## config.mk

```make
export PLATFORM = sky130hd
export DESIGN_NAME = sgsel_top
export DESIGN_NICKNAME = d
export VERILOG_FILES = /design/src/rtl/sgsel_pkg.sv /design/src/rtl/sgsel_ctrl_if.sv /design/src/rtl/sgsel_group_selector.sv /design/src/rtl/sgsel_top.sv
export SDC_FILE = /design/constraint.sdc
export NUM_CORES = 1
export LEC_CHECK = 0
export BUFFER_PORTS_ARGS = -buffer_cell sky130_fd_sc_hd__buf_2
export CORE_MARGIN = 2
export CORE_UTILIZATION = 55
export DETAILED_ROUTE_END_ITERATION = 7
export PLACE_DENSITY_LB_ADDON = 0.12
export SLEW_MARGIN = 5
export SYNTH_ARGS = -nofsm -noshare
export SYNTH_HDL_FRONTEND = slang
export SYNTH_SLANG_ARGS = --single-unit
```

## constraint.sdc

```tcl
create_clock -name mclk -period 4.5 [get_ports mclk]
set_input_delay 0.45 -clock mclk [delete_from_list [all_inputs] [get_ports mclk]]
set_output_delay 0.45 -clock mclk [all_outputs]
set_load 0.02 [all_outputs]
```

## src/rtl/sgsel_pkg.sv

```systemverilog
// package: constants, types and decoders shared by the setting group selector
package sgsel_pkg;

  // ----------------------------------------------------------------------
  // sizes
  // ----------------------------------------------------------------------
  localparam int          SGSEL_NUM_GROUPS   = 8;
  localparam int          SGSEL_ADDR_W       = 8;
  localparam int          SGSEL_DATA_W       = 32;

  // ----------------------------------------------------------------------
  // register byte offsets
  // ----------------------------------------------------------------------
  localparam logic [7:0]  SGSEL_OFS_CONFIG   = 8'h00;
  localparam logic [7:0]  SGSEL_OFS_FORCE    = 8'h04;
  localparam logic [7:0]  SGSEL_OFS_REMOTE   = 8'h08;
  localparam logic [7:0]  SGSEL_OFS_STATUS   = 8'h0C;

  // ----------------------------------------------------------------------
  // field positions
  // ----------------------------------------------------------------------
  localparam int          SGSEL_CFG_USED_LSB = 0;
  localparam int          SGSEL_CFG_FORCE_BIT = 8;
  localparam int          SGSEL_CMD_GRP_LSB  = 0;
  localparam int          SGSEL_ST_ACT_LSB   = 0;
  localparam int          SGSEL_ST_REQ_LSB   = 8;
  localparam int          SGSEL_ST_FORCE_BIT = 16;
  localparam int          SGSEL_ST_CAUSE_LSB = 20;
  localparam int          SGSEL_ST_USED_LSB  = 24;

  // ----------------------------------------------------------------------
  // reset values
  // ----------------------------------------------------------------------
  localparam logic [2:0]  SGSEL_USED_RST     = 3'h0;
  localparam logic        SGSEL_FORCE_RST    = 1'b0;
  localparam logic [2:0]  SGSEL_ACTIVE_RST   = 3'h0;
  localparam logic [7:0]  SGSEL_VEC_RST      = 8'h00;
  localparam logic [31:0] SGSEL_DATA_RST     = 32'h0000_0000;
  localparam logic [7:0]  SGSEL_ONLY_FIRST   = 8'h01;

  // ----------------------------------------------------------------------
  // types
  // ----------------------------------------------------------------------
  typedef enum logic [1:0] {
    SGSEL_CAUSE_RESET,
    SGSEL_CAUSE_AUTO,
    SGSEL_CAUSE_REMOTE,
    SGSEL_CAUSE_FORCE
  } sgsel_cause_t;

  typedef enum logic {
    SGSEL_BUS_IDLE,
    SGSEL_BUS_ANSWER
  } sgsel_bus_t;

  typedef struct packed {
    logic [2:0]   active;
    sgsel_cause_t cause;
  } sgsel_core_st_t;

  typedef struct packed {
    sgsel_bus_t   bus;
    logic         waitrequest;
    logic [31:0]  readdata;
    logic [2:0]   used_m1;
    logic         force_en;
    logic [7:0]   req;
    logic [7:0]   force_vec;
    logic [7:0]   remote_vec;
  } sgsel_main_st_t;

  // ----------------------------------------------------------------------
  // decoders
  // ----------------------------------------------------------------------
  // groups in use are always 1..n, so the mask is a thermometer code
  function automatic logic [7:0] sgsel_used_mask(input logic [2:0] used_m1);
    logic [7:0] m;
    m = 8'h00;
    for (int i = 0; i < SGSEL_NUM_GROUPS; i++) begin
      m[i] = (3'(i) <= used_m1);
    end
    return m;
  endfunction

  // group number 1..8 to one-hot, 0 and 9..15 mean no group
  function automatic logic [7:0] sgsel_group_onehot(input logic [3:0] num);
    logic [7:0] v;
    v = 8'h00;
    for (int i = 0; i < SGSEL_NUM_GROUPS; i++) begin
      v[i] = (num == 4'(i + 1));
    end
    return v;
  endfunction

endpackage

```

## src/rtl/sgsel_ctrl_if.sv

```systemverilog
// interface: request and result wires between register front end and selector core
`timescale 1ns/100ps
`default_nettype none

interface sgsel_ctrl_if;
  logic [7:0] req_vec;
  logic [7:0] remote_vec;
  logic [7:0] force_vec;
  logic [7:0] used_mask;
  logic       force_en;
  logic [2:0] active;
  logic [1:0] cause;

  modport front (
    output req_vec,
    output remote_vec,
    output force_vec,
    output used_mask,
    output force_en,
    input  active,
    input  cause
  );

  modport core (
    input  req_vec,
    input  remote_vec,
    input  force_vec,
    input  used_mask,
    input  force_en,
    output active,
    output cause
  );
endinterface

`default_nettype wire

```

## src/rtl/sgsel_group_selector.sv

```systemverilog
// selector core: priority resolution and the active group register
`timescale 1ns/100ps
`default_nettype none

module sgsel_group_selector
  import sgsel_pkg::*;
(
  input  wire logic mclk,
  input  wire logic reset_n,
  sgsel_ctrl_if.core ctl
);

  // ----------------------------------------------------------------------
  // state
  // ----------------------------------------------------------------------
  sgsel_core_st_t st_r;
  sgsel_core_st_t st_nxt;
  logic [7:0]     auto_vec;
  logic [7:0]     frc_vec;
  logic [2:0]     auto_win;
  logic [2:0]     frc_win;

  // ----------------------------------------------------------------------
  // next state
  // ----------------------------------------------------------------------
  always_comb begin
    st_nxt   = st_r;
    // requests for groups not in use are dropped here
    auto_vec = (ctl.req_vec | ctl.remote_vec) & ctl.used_mask;
    frc_vec  = ctl.force_vec & ctl.used_mask;
    auto_win = 3'h0;
    frc_win  = 3'h0;
    // descending scan: the lowest numbered request is written last and wins
    for (int i = SGSEL_NUM_GROUPS - 1; i >= 0; i--) begin
      if (auto_vec[i]) begin
        auto_win = 3'(i);
      end
      if (frc_vec[i]) begin
        frc_win = 3'(i);
      end
    end
    if (ctl.used_mask == SGSEL_ONLY_FIRST) begin
      // one group in use: selector idle, group 1 held
      st_nxt.active = SGSEL_ACTIVE_RST;
    end else if (ctl.force_en) begin
      // automatic inputs ignored while overriding
      if (|frc_vec) begin
        st_nxt.active = frc_win;
        st_nxt.cause  = SGSEL_CAUSE_FORCE;
      end
    end else if (|auto_vec) begin
      // levels and pulses look alike here: a level simply keeps winning
      st_nxt.active = auto_win;
      if (ctl.req_vec[auto_win]) begin
        st_nxt.cause = SGSEL_CAUSE_AUTO;
      end else begin
        st_nxt.cause = SGSEL_CAUSE_REMOTE;
      end
    end else if (!ctl.used_mask[st_r.active]) begin
      // with the override off, shrinking the set of groups must not leave a dead group active
      st_nxt.active = SGSEL_ACTIVE_RST;
      st_nxt.cause  = SGSEL_CAUSE_RESET;
    end
    // no request: last group stays
  end

  // ----------------------------------------------------------------------
  // register
  // ----------------------------------------------------------------------
  always_ff @(posedge mclk or negedge reset_n) begin
    if (!reset_n) begin
      st_r.active <= SGSEL_ACTIVE_RST;
      st_r.cause  <= SGSEL_CAUSE_RESET;
    end else begin
      st_r <= st_nxt;
    end
  end

  assign ctl.active = st_r.active;
  assign ctl.cause  = st_r.cause;

endmodule // sgsel_group_selector

`default_nettype wire

```

## src/rtl/sgsel_top.sv

```systemverilog
// top: avalon-mm register front end, request capture and selector core
//
// Added by the designer: the Avalon-MM slave port and the register addresses.
`timescale 1ns/100ps
`default_nettype none

module sgsel_top
  import sgsel_pkg::*;
(
  input  wire logic        mclk,
  input  wire logic        reset_n,
  input  wire logic [7:0]  avs_address,
  input  wire logic        avs_read,
  input  wire logic        avs_write,
  input  wire logic [31:0] avs_writedata,
  output logic      [31:0] avs_readdata,
  output logic             avs_waitrequest,
  input  wire logic        group_request_1,
  input  wire logic        group_request_2,
  input  wire logic        group_request_3,
  input  wire logic        group_request_4,
  input  wire logic        group_request_5,
  input  wire logic        group_request_6,
  input  wire logic        group_request_7,
  input  wire logic        group_request_8,
  output logic      [2:0]  active_group,
  output logic             force_change_enable
);

  // ----------------------------------------------------------------------
  // state and wiring
  // ----------------------------------------------------------------------
  sgsel_main_st_t st_r;
  sgsel_main_st_t st_nxt;
  sgsel_ctrl_if   ctl ();
  logic [7:0]     req_in;
  logic [31:0]    rd_word;

  assign req_in = {group_request_8, group_request_7, group_request_6, group_request_5,
                   group_request_4, group_request_3, group_request_2, group_request_1};

  // ----------------------------------------------------------------------
  // read mux
  // ----------------------------------------------------------------------
  always_comb begin
    rd_word = SGSEL_DATA_RST;
    if (avs_address == SGSEL_OFS_CONFIG) begin
      rd_word[SGSEL_CFG_USED_LSB +: 3] = st_r.used_m1;
      rd_word[SGSEL_CFG_FORCE_BIT]     = st_r.force_en;
    end else if (avs_address == SGSEL_OFS_STATUS) begin
      rd_word[SGSEL_ST_ACT_LSB +: 3]   = ctl.active;
      rd_word[SGSEL_ST_REQ_LSB +: 8]   = st_r.req;
      rd_word[SGSEL_ST_FORCE_BIT]      = st_r.force_en;
      rd_word[SGSEL_ST_CAUSE_LSB +: 2] = ctl.cause;
      rd_word[SGSEL_ST_USED_LSB +: 8]  = sgsel_used_mask(st_r.used_m1);
    end else begin
      // command registers and unmapped offsets read as zero
      rd_word = SGSEL_DATA_RST;
    end
  end

  // ----------------------------------------------------------------------
  // next state
  // ----------------------------------------------------------------------
  always_comb begin
    st_nxt            = st_r;
    // command strobes live for one cycle only
    st_nxt.force_vec  = SGSEL_VEC_RST;
    st_nxt.remote_vec = SGSEL_VEC_RST;
    // inputs are synchronous; registering them keeps the core away from the pins
    st_nxt.req        = req_in;
    case (st_r.bus)
      SGSEL_BUS_IDLE: begin
        // answer one cycle after the request is seen
        if (avs_read || avs_write) begin
          st_nxt.bus         = SGSEL_BUS_ANSWER;
          st_nxt.waitrequest = 1'b0;
          if (avs_read) begin
            st_nxt.readdata = rd_word;
          end
        end
      end
      SGSEL_BUS_ANSWER: begin
        // this edge completes the transfer; writes take effect here
        st_nxt.bus         = SGSEL_BUS_IDLE;
        st_nxt.waitrequest = 1'b1;
        if (avs_write) begin
          if (avs_address == SGSEL_OFS_CONFIG) begin
            st_nxt.used_m1  = avs_writedata[SGSEL_CFG_USED_LSB +: 3];
            st_nxt.force_en = avs_writedata[SGSEL_CFG_FORCE_BIT];
          end else if (avs_address == SGSEL_OFS_FORCE) begin
            // a forced choice is a pulse and needs the override on
            if (st_r.force_en) begin
              st_nxt.force_vec = sgsel_group_onehot(avs_writedata[SGSEL_CMD_GRP_LSB +: 4]);
            end
          end else if (avs_address == SGSEL_OFS_REMOTE) begin
            // remote change competes as a one-cycle pulse at the rank of its group
            st_nxt.remote_vec = sgsel_group_onehot(avs_writedata[SGSEL_CMD_GRP_LSB +: 4]);
          end else begin
            // unmapped write: accepted and dropped
            st_nxt.remote_vec = SGSEL_VEC_RST;
          end
        end
      end
      default: begin
        st_nxt.bus         = SGSEL_BUS_IDLE;
        st_nxt.waitrequest = 1'b1;
      end
    endcase
  end

  // ----------------------------------------------------------------------
  // register
  // ----------------------------------------------------------------------
  always_ff @(posedge mclk or negedge reset_n) begin
    if (!reset_n) begin
      st_r.bus         <= SGSEL_BUS_IDLE;
      st_r.waitrequest <= 1'b1;
      st_r.readdata    <= SGSEL_DATA_RST;
      st_r.used_m1     <= SGSEL_USED_RST;
      st_r.force_en    <= SGSEL_FORCE_RST;
      st_r.req         <= SGSEL_VEC_RST;
      st_r.force_vec   <= SGSEL_VEC_RST;
      st_r.remote_vec  <= SGSEL_VEC_RST;
    end else begin
      st_r <= st_nxt;
    end
  end

  // ----------------------------------------------------------------------
  // selector core
  // ----------------------------------------------------------------------
  assign ctl.req_vec    = st_r.req;
  assign ctl.remote_vec = st_r.remote_vec;
  assign ctl.force_vec  = st_r.force_vec;
  assign ctl.used_mask  = sgsel_used_mask(st_r.used_m1);
  assign ctl.force_en   = st_r.force_en;

  sgsel_group_selector u_core (
    .mclk    (mclk),
    .reset_n (reset_n),
    .ctl     (ctl)
  );

  // ----------------------------------------------------------------------
  // outputs, all straight from flip-flops
  // ----------------------------------------------------------------------
  assign avs_readdata        = st_r.readdata;
  assign avs_waitrequest     = st_r.waitrequest;
  assign active_group        = ctl.active;
  assign force_change_enable = st_r.force_en;

endmodule // sgsel_top

`default_nettype wire

```

==> results.py <==
metrics = {
    "min_path": {
        "min_to": "ctl.req_vec[1]",
        "hp-class": "input port to flip-flop",
        "whs_path_depth": 1,
        "min_from": "group_request_2",
    },
    "sta": {
        "relSlewSlack_pct": 36.4,
        "fin_crit_sh_pct": 55.9,
        "finalSetupTns_ns": 0,
        "setup_viol": 0,
        "period_minus_slack_ns": 2.52,
        "fin_skew_ns": 0.00628,
        "finalHoldViolCount": 0,
        "worstMarginPinSlew_ns": 0.945,
        "slew_viol_final": 0,
        "hold_ws_ns": 0.228,
        "rsz0062_at_grt": "false",
        "fmax_mhz": 397,
    },
    "worst_setup_path": {
        "crit_start": "st_r[25]",
        "r2r_cells": 7,
        "path_class": "flip-flop to flip-flop",
        "start_kind": "flip-flop",
        "required_ns": 4.76,
        "crit_arrival_ns": 2.77,
        "reg2reg_slack_ns": 1.98,
        "r2r-start": "st_r[25]",
        "crit_fanout": 16,
        "reg2reg_to": "u_core.ctl.cause[1]",
        "endpoint_kind": "flip-flop",
    },
    "cts": {
        "tritoncts": "yes",
        "clock_sinks": 57,
        "cts_resized": 0,
        "clk_path_buf_depth": 2,
        "clkTransAtPathRegs_ns": 0.06,
        "clockRootBuffer": "clkbuf_8",
        "cts_inserted_buffers": 9,
        "htreeDepth": 3,
        "clkLatencyLatePin_ns": 0.32,
        "post_cts_buffers": 0,
        "cts_hold_buf": 0,
    },
    "global_route": {
        "grt_max_degree": 58,
        "grt_pass1_vias": 1865,
        "use_met1_pct": 29.9,
        "gr-usage-met3_pct": 6.48,
        "grtUsageTotal_pct": 21.8,
        "use_met2_pct": 32.9,
        "grt.overflow.total": 0,
        "grt_pass1_wl_um": 9000,
        "busiest_layer": "met2",
        "antenna_found_initial": 0,
    },
    "pwr": {
        "p_int_uw": 865,
        "power.switching_uw": 266,
        "pwr-share-clk_pct": 43.8,
        "combPwrFrac_pct": 8.4,
        "netSwitchingFraction_pct": 23.5,
        "p_leak_nw": 1.49,
        "seqPwrFrac_pct": 47.8,
        "ir_drop_mv": 0.192,
        "power.density_nw_per_um2": 359,
    },
    "floorplan": {
        "dieArea_um2": 5730,
        "fp.dieW_um": 75.7,
        "rows": 26,
        "coreArea_um2": 5040,
        "start_util_pct": 56.1,
        "io_pins": 89,
        "die_h_um": 75.7,
    },
    "placed_design": {
        "io_buffer_count": 51,
        "gp_congestion": 0.833,
        "dpl.hpwl_um": 4020,
        "placed_cells": 390,
    },
    "layout": {
        "fillers": 441,
        "nets": 383,
        "syn2layout_area_growth_pct": 11.2,
        "insertedDiodeCount": 0,
        "layout-drive-gt1-share_pct": 23.5,
        "fin_cells": 406,
    },
    "synthesis": {
        "synth_area_um2": 2830,
        "synth_edf_count": 0,
        "synth_top_area_share_pct": 49.5,
        "ys_types": 47,
        "ys_warn_count": 0,
        "ys_seq_area_share_pct": 50.5,
        "syn_area_per_cell_um2": 9.40,
        "ys_ff_latch": 57,
        "synth_cells": 301,
        "synth_ff_type": "dfrtp_1",
        "yosys-top-cells-area": "dfrtp_1 (50%), buf_4 (8.5%), nand2_1 (6.0%), o21ai_0 (5.1%), nor2_1 (4.8%)",
        "async_flop_share_pct": 100,
        "yosys.area.top_type": "dfrtp_1",
    },
    "detailed_routing": {
        "vias": 2118,
        "wirelength_um": 5520,
        "drcViolationCount": 0,
        "drtIter0Drc": 129,
        "drtAntennaViolNets": 0,
        "wl_per_cell_um": 13.6,
        "vias_per_cell": 5.22,
        "firstDrtPassIters": 4,
    },
    "status": {
        "status": "completed",
    },
    "run": {
        "max-cap-violations": 0,
    },
}
==> worst max path at each step <==
stage / end / slack [ns] / cells after the start
detailed placement: u_core.ctl.cause[1] / 2.01 / 7
global placement: u_core.ctl.cause[1] / 2.02 / 7
CTS: u_core.ctl.cause[1] / 1.98 / 7
floorplan: u_core.ctl.cause[0] / 2.44 / 7
finish: u_core.ctl.cause[1] / 1.98 / 7
global route: u_core.ctl.cause[1] / 1.83 / 7
==> cells in the mapped netlist (3+ instances only) <==
cell type,n
mux2i_1,4
o22ai_1,3
a21oi_1,11
nand2b_1,4
clkbuf_1,9
inv_1,5
buf_4,32
nand2_1,45
or2_2,3
nor3_1,4
mux2_2,3
nand4b_1,3
or3_1,3
a22oi_1,4
nor2_1,36
o21ai_0,29
nand3_1,5
dfrtp_1,56
o21a_1,3
nor4_1,3
==> flip-flops by register name (all words and copies together), names as in the netlist <==
register and cells:
avs_readdata 22, avs_waitrequest 1, ctl.force_vec 8, ctl.remote_vec 8
ctl.req_vec 8, force_change_enable 1, st_r 4, u_core.ctl.active 3
u_core.ctl.cause 2
==> per-layer routing <==
metal	vias to the layer above	part of all wire [%]	wire length [um]
li1	1067	-	-
met1	982	47	2590
met2	63	47	2570
met3	6	5.1	280
met4	0	1.4	76
met5	-	0	0
==> worst max-delay path, stage by stage, from the launching register on <==
cell and delay [ns]:
dfrtp_1 0.70, nand2_1 0.20, o41a_1 0.45, o32ai_4 0.39, mux2i_1 0.30, o2111ai_1 0.15
nand4b_1 0.14, o21a_1 0.12
==> stage by stage <==
step / cell area, um2 / worst slack (ns) / utilization, % / power [mW]
CTS: 3150 / 1.98 / 62.4 / 1.14
global route: 3150 / 1.83 / 62.4 / 1.19
global placement: 2940 / 2.02 / 58.2 / 0.643
detailed placement: 2940 / 2.01 / 58.2 / 0.644
finish: 3150 / 1.98 / 62.4 / 1.13
floorplan: 2860 / 2.44 / - / 0.611
==> layout make-up <==
cell class / instances / area [um2] / share of cell area (%)
clock buffers: 10 / 128 / 4.06
well taps: 70 / 87.6 / 2.78
repair buffers: 53 / 270 / 8.59
multi-input cells: 205 / 1130 / 36.0
inverters: 5 / 18.8 / 0.596
flip-flops and latches: 57 / 1430 / 45.4
clock inverters: 6 / 82.6 / 2.62
==> power groups by stage <==
stage	combinational (mW)	clock, mW	sequential, mW
finish	0.0948	0.496	0.540
global route	0.107	0.537	0.542
CTS	0.0957	0.507	0.540
detailed placement	0.0953	0	0.549
global placement	0.0939	0	0.549
floorplan	0.0649	0	0.547
==> layout by cell type (no fill, tap or decap), drive strengths merged, types with 5 or more instances in the layout <==
| cell | instances |
|---|---|
| clkbuf | 10 |
| buf | 53 |
| dfrtp | 56 |
| nand3 | 5 |
| o21ai | 30 |
| nor2 | 36 |
| nand2 | 45 |
| a21oi | 11 |
| inv | 5 |
| conb | 10 |
==> cell families after synthesis <==
group | after synthesis | synth area share, %
AO/OA/AOI/OAI | 69 | 16.5
AND/OR/NAND/NOR | 117 | 18.9
other | 1 | 0.133
adder cells (fa/ha/maj) | 2 | 0.708
flip-flops | 57 | 50.5
buffers and inverters | 48 | 10.7
multiplexers | 7 | 2.61
Note: power is estimated with default switching activity, not from simulation.
